File: src/rtl/adc_seq_pkg.sv
// Package: register map, field positions, reset values and timing of the conversion sequencer
package adc_seq_pkg;

  // ---------------------------------------------------------------
  // Register byte offsets
  // ---------------------------------------------------------------
  localparam logic [7:0] OFS_CONTROL  = 8'h00;
  localparam logic [7:0] OFS_PORTCFG  = 8'h04;
  localparam logic [7:0] OFS_RESULT   = 8'h08;
  localparam logic [7:0] OFS_PORTDATA = 8'h0C;
  localparam logic [7:0] OFS_DIR      = 8'h10;
  localparam logic [7:0] OFS_STATUS   = 8'h14;
  localparam logic [7:0] OFS_MASK     = 8'h18;

  // ---------------------------------------------------------------
  // Control register fields
  // ---------------------------------------------------------------
  localparam int POS_POWER  = 0;
  localparam int POS_GO     = 2;
  localparam int POS_CHAN   = 3;
  localparam int POS_CLKSEL = 6;

  // ---------------------------------------------------------------
  // Reset values
  // ---------------------------------------------------------------
  localparam logic [7:0] RST_CONTROL = 8'h00;
  localparam logic [2:0] RST_PORTCFG = 3'h0;
  localparam logic [7:0] RST_RESULT  = 8'h00;
  localparam logic [7:0] RST_DIR     = 8'hFF;
  localparam logic [0:0] RST_MASK    = 1'h0;

  // ---------------------------------------------------------------
  // Clock select codes
  // ---------------------------------------------------------------
  localparam logic [1:0] CLK_DIV2  = 2'h0;
  localparam logic [1:0] CLK_DIV8  = 2'h1;
  localparam logic [1:0] CLK_DIV32 = 2'h2;
  localparam logic [1:0] CLK_RC    = 2'h3;

  // ---------------------------------------------------------------
  // Timing: bit periods in clock cycles or ns, conversion and wait lengths in half bit periods
  // ---------------------------------------------------------------
  localparam int DIV2_CYCLES   = 2;
  localparam int DIV8_CYCLES   = 8;
  localparam int DIV32_CYCLES  = 32;
  localparam int RC_PERIOD_NS  = 4000;
  localparam int CLOCK_NS      = 100;
  localparam int RC_CYCLES     = RC_PERIOD_NS / CLOCK_NS;
  localparam logic [4:0] CONV_HALVES = 5'h13;
  localparam logic [4:0] WAIT_HALVES = 5'h04;

  typedef enum logic [2:0] {
    ST_IDLE = 3'b001,
    ST_CONV = 3'b010,
    ST_WAIT = 3'b100
  } seq_state_t;

endpackage : adc_seq_pkg

File: src/rtl/adc_conversion_sequencer.sv
// Conversion sequencer of an 8-bit successive-approximation converter with APB registers
//
// Our own choices: register access over APB and the register offsets.
`timescale 1ns/1ps
module adc_conversion_sequencer
  import adc_seq_pkg::*;
(
  input  wire logic        CLOCK,
  input  wire logic        SYS_RST,
  input  wire logic        PSEL,
  input  wire logic        PENABLE,
  input  wire logic        PWRITE,
  input  wire logic [7:0]  PADDR,
  input  wire logic [31:0] PWDATA,
  output logic      [31:0] PRDATA,
  output logic             PREADY,
  output logic             PSLVERR,
  input  wire logic [7:0]  PIN_LEVEL,
  input  wire logic [7:0]  SAR_CODE,
  output logic      [2:0]  SAMPLE_CHANNEL,
  output logic             HOLD_CONNECT,
  output logic             IRQ
);

  // ---------------------------------------------------------------
  // Pin and SAR code synchroniser
  // ---------------------------------------------------------------
  logic [7:0] pin_meta;
  logic [7:0] pin_sync;
  logic [7:0] sar_meta;
  logic [7:0] sar_sync;

  always_ff @(posedge CLOCK or posedge SYS_RST) begin
    if (SYS_RST) begin
      pin_meta <= 8'h00;
      pin_sync <= 8'h00;
      sar_meta <= 8'h00;
      sar_sync <= 8'h00;
    end else begin
      pin_meta <= PIN_LEVEL;
      pin_sync <= pin_meta;
      sar_meta <= SAR_CODE;
      sar_sync <= sar_meta;
    end
  end

  // ---------------------------------------------------------------
  // State
  // ---------------------------------------------------------------
  logic [1:0]  conv_clock_select;
  logic [2:0]  input_channel_select;
  logic        go_flag;
  logic        converter_power_on;
  logic [2:0]  port_config_reg;
  logic [7:0]  conv_result_reg;
  logic [7:0]  pin_direction_bits;
  logic        conv_done_flag;
  logic        done_mask;
  logic [5:0]  div_count;
  logic [4:0]  half_count;
  logic        hold_connect;
  seq_state_t  state;
  logic [31:0] prdata;
  logic        pready;
  logic        pslverr;
  logic        irq;

  logic [1:0]  next_conv_clock_select;
  logic [2:0]  next_input_channel_select;
  logic        next_go_flag;
  logic        next_converter_power_on;
  logic [2:0]  next_port_config_reg;
  logic [7:0]  next_conv_result_reg;
  logic [7:0]  next_pin_direction_bits;
  logic        next_conv_done_flag;
  logic        next_done_mask;
  logic [5:0]  next_div_count;
  logic [4:0]  next_half_count;
  logic        next_hold_connect;
  seq_state_t  next_state;
  logic [31:0] next_prdata;
  logic        next_pready;
  logic        next_pslverr;
  logic        next_irq;

  // ---------------------------------------------------------------
  // Decode helpers
  // ---------------------------------------------------------------
  logic       wr_access;
  logic       rd_setup;
  logic [5:0] div_limit;
  logic       tick;
  logic [7:0] analog_pins;
  logic       mapped;

  always_comb begin
    case (conv_clock_select)
      CLK_DIV2:  div_limit = 6'(DIV2_CYCLES / 2 - 1);
      CLK_DIV8:  div_limit = 6'(DIV8_CYCLES / 2 - 1);
      CLK_DIV32: div_limit = 6'(DIV32_CYCLES / 2 - 1);
      default:   div_limit = 6'(RC_CYCLES / 2 - 1);
    endcase
  end

  assign tick      = (div_count == div_limit);
  assign wr_access = PSEL && PENABLE && PWRITE && pready;
  assign rd_setup  = PSEL && !PENABLE && !PWRITE;
  assign mapped    = (PADDR == OFS_CONTROL) || (PADDR == OFS_PORTCFG) || (PADDR == OFS_RESULT) ||
                     (PADDR == OFS_PORTDATA) || (PADDR == OFS_DIR) || (PADDR == OFS_STATUS) ||
                     (PADDR == OFS_MASK);

  // ---------------------------------------------------------------
  // Analog pin map
  // ---------------------------------------------------------------

  always_comb begin
    case (port_config_reg)
      3'h0:    analog_pins = 8'hFF;
      3'h1:    analog_pins = 8'hF7;
      3'h2:    analog_pins = 8'h1F;
      3'h3:    analog_pins = 8'h37;
      3'h4:    analog_pins = 8'h0B;
      3'h5:    analog_pins = 8'h03;
      default: analog_pins = 8'h00;
    endcase
  end

  // ---------------------------------------------------------------
  // Next-state logic
  // ---------------------------------------------------------------
  always_comb begin
    next_conv_clock_select    = conv_clock_select;
    next_input_channel_select = input_channel_select;
    next_go_flag              = go_flag;
    next_converter_power_on   = converter_power_on;
    next_port_config_reg      = port_config_reg;
    next_conv_result_reg      = conv_result_reg;
    next_pin_direction_bits   = pin_direction_bits;
    next_conv_done_flag       = conv_done_flag;
    next_done_mask            = done_mask;
    next_div_count            = tick ? 6'h00 : div_count + 6'h01;
    next_half_count           = half_count;
    next_hold_connect         = hold_connect;
    next_state                = state;
    next_prdata               = prdata;
    next_pready               = PSEL && !PENABLE;
    next_pslverr              = PSEL && !PENABLE && !mapped;

    if (rd_setup) begin
      case (PADDR)
        OFS_CONTROL:  next_prdata = {24'h000000, conv_clock_select, input_channel_select,
                                     go_flag, 1'b0, converter_power_on};
        OFS_PORTCFG:  next_prdata = {29'h00000000, port_config_reg};
        OFS_RESULT:   next_prdata = {24'h000000, conv_result_reg};
        OFS_PORTDATA: next_prdata = {24'h000000, pin_sync & ~analog_pins};
        OFS_DIR:      next_prdata = {24'h000000, pin_direction_bits};
        OFS_STATUS:   next_prdata = {31'h00000000, conv_done_flag};
        OFS_MASK:     next_prdata = {31'h00000000, done_mask};
        default:      next_prdata = 32'h00000000;
      endcase
    end

    if (PSEL && !PENABLE && !mapped) begin
      next_prdata = 32'h00000000;
    end

    if (wr_access) begin
      case (PADDR)
        OFS_CONTROL: begin
          next_conv_clock_select    = PWDATA[POS_CLKSEL +: 2];
          next_input_channel_select = PWDATA[POS_CHAN +: 3];
          next_converter_power_on   = PWDATA[POS_POWER];
          next_go_flag              = PWDATA[POS_GO] && PWDATA[POS_POWER];
        end
        OFS_PORTCFG: next_port_config_reg    = PWDATA[2:0];
        OFS_RESULT:  next_conv_result_reg    = PWDATA[7:0];
        OFS_DIR:     next_pin_direction_bits = PWDATA[7:0];
        OFS_STATUS:  next_conv_done_flag     = conv_done_flag && !PWDATA[0];
        OFS_MASK:    next_done_mask          = PWDATA[0];
        default:     next_done_mask          = done_mask;
      endcase
    end

    // ---------------------------------------------------------------
    // Sequencer
    // ---------------------------------------------------------------
    case (state)
      ST_IDLE: begin
        if (go_flag && converter_power_on) begin
          next_state        = ST_CONV;
          next_half_count   = 5'h00;
          next_div_count    = 6'h00;
          next_hold_connect = 1'b0;
        end
      end
      ST_CONV: begin
        if (!go_flag || !converter_power_on) begin
          next_state      = ST_WAIT;
          next_half_count = 5'h00;
          next_div_count  = 6'h00;
        end else if (tick) begin
          if (half_count == CONV_HALVES - 5'h01) begin
            next_conv_result_reg = sar_sync;
            next_go_flag         = 1'b0;
            next_conv_done_flag  = 1'b1;
            next_state           = ST_WAIT;
            next_half_count      = 5'h00;
          end else begin
            next_half_count = half_count + 5'h01;
          end
        end
      end
      ST_WAIT: begin
        if (tick) begin
          if (half_count == WAIT_HALVES - 5'h01) begin
            next_state        = ST_IDLE;
            next_hold_connect = converter_power_on;
          end else begin
            next_half_count = half_count + 5'h01;
          end
        end
      end
      default: next_state = ST_IDLE;
    endcase

    // ---------------------------------------------------------------
    // Holding capacitor connection
    // ---------------------------------------------------------------
    if (state == ST_IDLE && !converter_power_on) begin
      next_hold_connect = 1'b0;
    end else if (state == ST_IDLE && converter_power_on && !go_flag) begin
      next_hold_connect = 1'b1;
    end

    next_irq = next_conv_done_flag && next_done_mask;
  end

  // ---------------------------------------------------------------
  // Registers
  // ---------------------------------------------------------------
  always_ff @(posedge CLOCK or posedge SYS_RST) begin
    if (SYS_RST) begin
      conv_clock_select    <= RST_CONTROL[POS_CLKSEL +: 2];
      input_channel_select <= RST_CONTROL[POS_CHAN +: 3];
      go_flag              <= RST_CONTROL[POS_GO];
      converter_power_on   <= RST_CONTROL[POS_POWER];
      port_config_reg      <= RST_PORTCFG;
      conv_result_reg      <= RST_RESULT;
      pin_direction_bits   <= RST_DIR;
      conv_done_flag       <= 1'b0;
      done_mask            <= RST_MASK[0];
      div_count            <= 6'h00;
      half_count           <= 5'h00;
      hold_connect         <= 1'b0;
      state                <= ST_IDLE;
      prdata               <= 32'h00000000;
      pready               <= 1'b0;
      pslverr              <= 1'b0;
      irq                  <= 1'b0;
    end else begin
      conv_clock_select    <= next_conv_clock_select;
      input_channel_select <= next_input_channel_select;
      go_flag              <= next_go_flag;
      converter_power_on   <= next_converter_power_on;
      port_config_reg      <= next_port_config_reg;
      conv_result_reg      <= next_conv_result_reg;
      pin_direction_bits   <= next_pin_direction_bits;
      conv_done_flag       <= next_conv_done_flag;
      done_mask            <= next_done_mask;
      div_count            <= next_div_count;
      half_count           <= next_half_count;
      hold_connect         <= next_hold_connect;
      state                <= next_state;
      prdata               <= next_prdata;
      pready               <= next_pready;
      pslverr              <= next_pslverr;
      irq                  <= next_irq;
    end
  end

  // ---------------------------------------------------------------
  // Outputs
  // ---------------------------------------------------------------

  assign PRDATA         = prdata;
  assign PREADY         = pready;
  assign PSLVERR        = pslverr;
  assign SAMPLE_CHANNEL = input_channel_select;
  assign HOLD_CONNECT   = hold_connect;
  assign IRQ            = irq;

endmodule : adc_conversion_sequencer

File: config.mk
export PLATFORM = sky130hd
export DESIGN_NAME = adc_conversion_sequencer
export DESIGN_NICKNAME = d
export VERILOG_FILES = /design/src/rtl/adc_seq_pkg.sv /design/src/rtl/adc_conversion_sequencer.sv
export SDC_FILE = /design/constraint.sdc
export NUM_CORES = 1
export LEC_CHECK = 0
export BUFFER_PORTS_ARGS = -buffer_cell sky130_fd_sc_hd__buf_2
export CELL_PAD_IN_SITES_DETAIL_PLACEMENT = 2
export CELL_PAD_IN_SITES_GLOBAL_PLACEMENT = 2
export CORE_MARGIN = 8
export CORE_UTILIZATION = 35
export CTS_CLUSTER_DIAMETER = 120
export DETAILED_ROUTE_END_ITERATION = 7
export PLACE_DENSITY_LB_ADDON = 0.1
export SLEW_MARGIN = 20
export SYNTH_ARGS = -nofsm -noshare
export SYNTH_HDL_FRONTEND = slang
export SYNTH_SLANG_ARGS = --single-unit
export TNS_END_PERCENT = 20
File: constraint.sdc
create_clock -name CLOCK -period 5.4 [get_ports CLOCK]
set_input_delay 0.27 -clock CLOCK [delete_from_list [all_inputs] [get_ports CLOCK]]
set_output_delay 0.27 -clock CLOCK [all_outputs]
set_load 0.01 [all_outputs]
; ---- Word level (Yosys, flattened, before mapping)
; Index checks and enable logic that the tools add are counted.
[word_totals]
register_bits = 110
elab_cells = 140
[classes]
n_reduce_logical = 38
n_addsub = 2
n_eq_ne = 28
bitwise = 2
n_mux = 49
[ops]
columns = cell, count
row1 = 2-to-1 mux 32 bit, 2
row2 = case mux 8 bit (7 select lines), 1
row3 = 2-to-1 mux 8 bit, 6
row4 = case mux 8 bit (6 select lines), 1
row5 = 2-to-1 mux 5 bit, 6
row6 = case mux 5 bit (3 select lines), 2
row7 = "equality test 8 x 5 -> 1 bit, second input constant", 3
row8 = 2-to-1 mux 1 bit, 19
row9 = 2-to-1 mux 3 bit, 6
row10 = 2-to-1 mux 6 bit, 3
row11 = "equality test 8 x 4 -> 1 bit, second input constant", 2
row12 = logical AND 1 bit, 13
row13 = case mux 6 bit (2 select lines), 1
row14 = AND reduction 5 bit, 2
row15 = "equality test 3 x 2 -> 1 bit, second input constant", 3
row16 = "equality test 3 bit, second input constant", 3
row17 = case mux 3 bit (3 select lines), 1
row18 = AND 8 bit, 1
row19 = "equality test 8 x 3 -> 1 bit, second input constant", 1
row20 = logical NOT 8 bit, 1
row21 = "inequality test 2 bit, second input constant", 4
row22 = "inequality test 4 bit, second input constant", 2
row23 = NOT 8 bit, 1
row24 = logical OR 1 bit, 7
row25 = 19 further kinds, 28

; ---- Longest topological paths before layout
[depth]
word_depth = 10
mapped_depth = 8

; ---- Least setup slack after synthesis
; No wires, ideal clock.
[synth_timing]
path_type = reg-to-reg
from = register conv_clock_select[1]
to = register half_count[1]
path_buffers = 0
required_time_ns = 5.296
setup_time_ns = 0.104
stages_incl_launch_ff = 6
path_slack_ns = 3.490
arrival_time_ns = 1.806
cell_sequence = dfrtp_1 > a21boi_1 > o31a_1 > a221o_1 > a221o_1 > o41ai_2
[synth_between]
elab_chain_len = 5
elab_cells_between_ends = 8
cone_classes = 5 x eq/ne / 1 x mux / 2 x reduce/logical
[synth_rtl]
columns = item, line_no
row1 = from (decl), adc_conversion_sequencer.sv:50  ; logic [1:0] conv_clock_select;
row2 = from (signal assigned), adc_conversion_sequencer.sv:243  ; conv_clock_select <= RST_CONTROL[POS_CLKSEL +: 2];
row3 = from (signal assigned), adc_conversion_sequencer.sv:261  ; conv_clock_select <= next_conv_clock_select;
row4 = equality test 2 bit (tied with other cells), adc_conversion_sequencer.sv:97  ; case (conv_clock_select)
row5 = case mux 5 bit (3 select lines) (*), adc_conversion_sequencer.sv:97
row6 = equality test 6 bit (*), adc_conversion_sequencer.sv:105  ; assign tick = (div_count == div_limit);
row7 = inequality test 3 bit (no line) or inequality test 2 bit (tied branches), n/a
row8 = AND reduction 5 bit (no line) (*), n/a
row9 = to (signal assigned), adc_conversion_sequencer.sv:271  ; half_count <= next_half_count;
row10 = to (decl), adc_conversion_sequencer.sv:60  ; logic [4:0] half_count;
; Every way passes the cells marked *; elsewhere a longest branch is shown, timed or not.
; A chain may end at the register's enable or synchronous reset.

; ---- Worst setup path after layout
[layout_timing]
from = register converter_power_on
to = register conv_result_reg[1]
[layout_between]
elab_chain_len = 4
[layout_rtl]
columns = item, line_no
row1 = from (decl), adc_conversion_sequencer.sv:53  ; logic converter_power_on;
row2 = from (signal assigned), adc_conversion_sequencer.sv:246  ; converter_power_on <= RST_CONTROL[POS_POWER];
row3 = from (signal assigned), adc_conversion_sequencer.sv:264  ; converter_power_on <= next_converter_power_on;
row4 = logical NOT 1 bit, adc_conversion_sequencer.sv:197  ; if (!go_flag || !converter_power_on) begin
row5 = logical OR 1 bit, adc_conversion_sequencer.sv:197
row6 = 2-to-1 mux 8 bit, adc_conversion_sequencer.sv:197
row7 = 2-to-1 mux 8 bit, adc_conversion_sequencer.sv:187  ; case (state)
row8 = named net next_conv_result_reg[1], adc_conversion_sequencer.sv:73  ; logic [7:0] next_conv_result_reg;
row9 = to (signal assigned), adc_conversion_sequencer.sv:266  ; conv_result_reg <= next_conv_result_reg;
row10 = to (decl), adc_conversion_sequencer.sv:55  ; logic [7:0] conv_result_reg;
; The timed path passes the listed nets, and every way through them passes these cells.

==> results.json <==
{
  "status": "complete, no violations",
  "netlist_area_um2": 3940,
  "insertion_delay_ns": 0.37,
  "synthToLayoutAreaGrowth_pct": 17.4,
  "synth.distinct_cells": 62,
  "post-route-util_pct": 42.4,
  "min_from": "PWDATA[7]",
  "fin_crit_ns": 2.28,
  "cts-htree-levels": 3,
  "clock_path_buffers": 2,
  "worst_slack_ns": 3.12,
  "cts_root_buffer": "clkbuf_8",
  "num_vias": 2931,
  "ys_warn_count": 0,
  "place_area_um2": 4220,
  "hpwl_mm": 7.59,
  "final_nets": 489,
  "finalSetupTns_ns": 0,
  "rsz0062_at_grt": "false",
  "portBuffers": 51,
  "coreArea_um2": 10900,
  "pin_count": 100,
  "routed_wl_mm": 10.2,
  "peakVddDrop_mv": 0.177,
  "drtIter0Drc": 96,
  "place_ws_ns": 3.05,
  "slew_violations": 0,
  "post_cts_buffers": 0,
  "clock_skew_ns": 0.0113,
  "clock-sinks": 86,
  "critPathLaunch": "converter_power_on",
  "route.detailed.drc": 0,
  "grt_usage_pct": 14.6,
  "synth_flop_cell": "dfrtp_1",
  "grt_pass1_wl_mm": 17.0,
  "dr.pass1.iters": 4,
  "globalplace.congestion": 0.766,
  "cp_max_fo": 17,
  "fin_area_um2": 4620,
  "antenna_left": 0,
  "grt_pass1_vias": 3253,
  "cts_tree": "built",
  "power.leakage_nw": 2.03,
  "start_util_pct": 36.1,
  "grt_antenna_before_repair": 0,
  "critPathLaunchType": "flop",
  "die_h_um": 122,
  "max_freq_mhz": 438,
  "timing_hold_violations_final": 0,
  "grt_max_degree": 63,
  "cts-resized-gates": 0,
  "row_count": 38,
  "tightest_slew_ns": 0.825,
  "crit_path_end_kind": "flop",
  "postSynthCellCount": 356,
  "r2r-start": "converter_power_on",
  "ys_seq_elements": 86,
  "max_cap_violations": 0,
  "synth-seq-area-share_pct": 55.0,
  "diodes": 0,
  "grt_overflow": 0,
  "powerDensity_nw_per_um2": 280,
  "wire_per_inst_um": 17.8,
  "viasPerCell": 5.14,
  "synth_edf_count": 0,
  "setup-violations-final": 0,
  "dieArea_um2": 14900,
  "hold_buffers": 17,
  "async_flop_share_pct": 100,
  "path_class": "reg2reg",
  "slew-limit-headroom_pct": 44.8,
  "clkTransAtPathRegs_ns": 0.09,
  "power_mw": 1.29,
  "hp-class": "in2reg",
  "numCtsBuffers": 9,
  "worst_ep_arrival_time_ns": 2.51,
  "die_x_um": 122,
  "drive_gt1_share_pct": 24.0,
  "period_share_pct": 42.3,
  "syn_avg_cell_area_um2": 11.1,
  "worstPathRequired_ns": 5.62
}
critical path: stages (launching register included):
cell and delay, ns:
dfrtp_1 0.46, nand2_1 0.21, nor3_1 0.32, nand4_1 0.70, nor2_1 0.38, a21oi_1 0.07
layout make-up:
cell class / instances / area, um2
repair buffers: 70 / 440
multi-input cells: 247 / 1570
flip-flops and latches: 86 / 2160
clock buffers: 13 / 159
clock inverters: 3 / 67.6
inverters: 11 / 42.5
fillers: 1192 / 6270
well taps: 140 / 175
placed cells by master (no fill, tap or decap), types with 4 or more instances in the layout:
cell type,Yosys,final
inv_1,11,10
dfstp_2,9,9
nor2b_1,5,5
nand2b_1,4,4
or3_1,6,6
dlygate4sd3_1,0,17
nor2_1,25,25
o21ai_0,14,14
mux2_2,17,17
dfrtp_1,77,77
mux2i_1,11,11
conb_1,1,24
clkbuf_8,1,11
a21oi_1,25,25
nor3_1,8,8
a22o_1,8,8
buf_2,2,51
nand2_1,26,26
nand3_1,14,14
cell families (layout without fill, tap and decap cells):
family,Yosys count,in the layout,synth area share (%)
other,1,24,0.0953
muxes,28,28,7.66
DFF,86,86,55.0
adders and majority gates,3,3,0.954
buffers and inverters,46,97,7.28
AOI/OAI and AO/OA,79,79,13.5
xor gates and xnor gates,4,4,0.890
and+or+nand+nor,109,109,14.6
cell usage after synthesis, types with 2 or more instances:
| library cell | n | area, um2 |
|---|---|---|
| buf_4 | 25 | 188 |
| nand2_1 | 26 | 97.6 |
| or3_1 | 6 | 37.5 |
| buf_2 | 2 | 10.0 |
| a211oi_1 | 3 | 22.5 |
| and2_1 | 2 | 12.5 |
| nand4_1 | 3 | 18.8 |
| nand2b_1 | 4 | 25.0 |
| or2_2 | 2 | 12.5 |
| nor3b_1 | 2 | 15.0 |
| a221oi_1 | 2 | 17.5 |
| nand4b_1 | 3 | 26.3 |
| a22o_1 | 8 | 70.1 |
| nor2_1 | 25 | 93.8 |
| o21ai_0 | 14 | 70.1 |
| nor3_1 | 8 | 40.0 |
| inv_1 | 11 | 41.3 |
| a21oi_1 | 25 | 125 |
| a221o_1 | 2 | 20.0 |
| dfstp_2 | 9 | 236 |
| dfrtp_1 | 77 | 1930 |
| ha_1 | 3 | 37.5 |
| nand3_1 | 14 | 70.1 |
| o2bb2ai_1 | 3 | 26.3 |
| xor2_1 | 3 | 26.3 |
| a32oi_1 | 2 | 17.5 |
| a31oi_1 | 3 | 18.8 |
| mux2i_1 | 11 | 110 |
| nor2b_1 | 5 | 31.3 |
| mux2_2 | 17 | 191 |
| clkbuf_1 | 5 | 18.8 |
path summary, 6_finish.rpt:
path / slack [ns] / end / cells after the start
max: 3.12 / conv_result_reg[1] / 5
min: 0.17 / conv_clock_select[1] / 2
max reg2reg: 3.12 / conv_result_reg[1] / 5
min reg2reg: 0.34 / sar_sync[5] / 0
max in group asynchronous: 3.84 / pin_sync[0] / 4
min in group asynchronous: 0.43 / half_count[2] / 3
layer usage:
layer  GRT usage [%]  routed length (um)
met3            4.49                 479
met5               0                   0
met2            24.8                5080
met1            17.3                4490
met4            4.63                 123
power by group:
| part | switching, mW | internal (mW) | total [mW] | leakage [nW] |
|---|---|---|---|---|
| Combinational | 0.0690 | 0.0368 | 0.106 | 0.892 |
| Clock | 0.227 | 0.286 | 0.514 | 0.110 |
| Sequential | 0.0118 | 0.662 | 0.673 | 1.03 |
stage by stage:
| step | hold slack [ns] | cells |
|---|---|---|
| 2_1_floorplan | 0.301 | 379 |
| 6_report | 0.173 | 570 |
| 3_5_place_dp | 0.283 | 537 |
| 5_1_grt | 0.149 | 570 |
| 3_3_place_gp | 0.280 | 537 |
| 4_1_cts | 0.152 | 570 |
No activity file was read; power rests on OpenSTA's default activity.
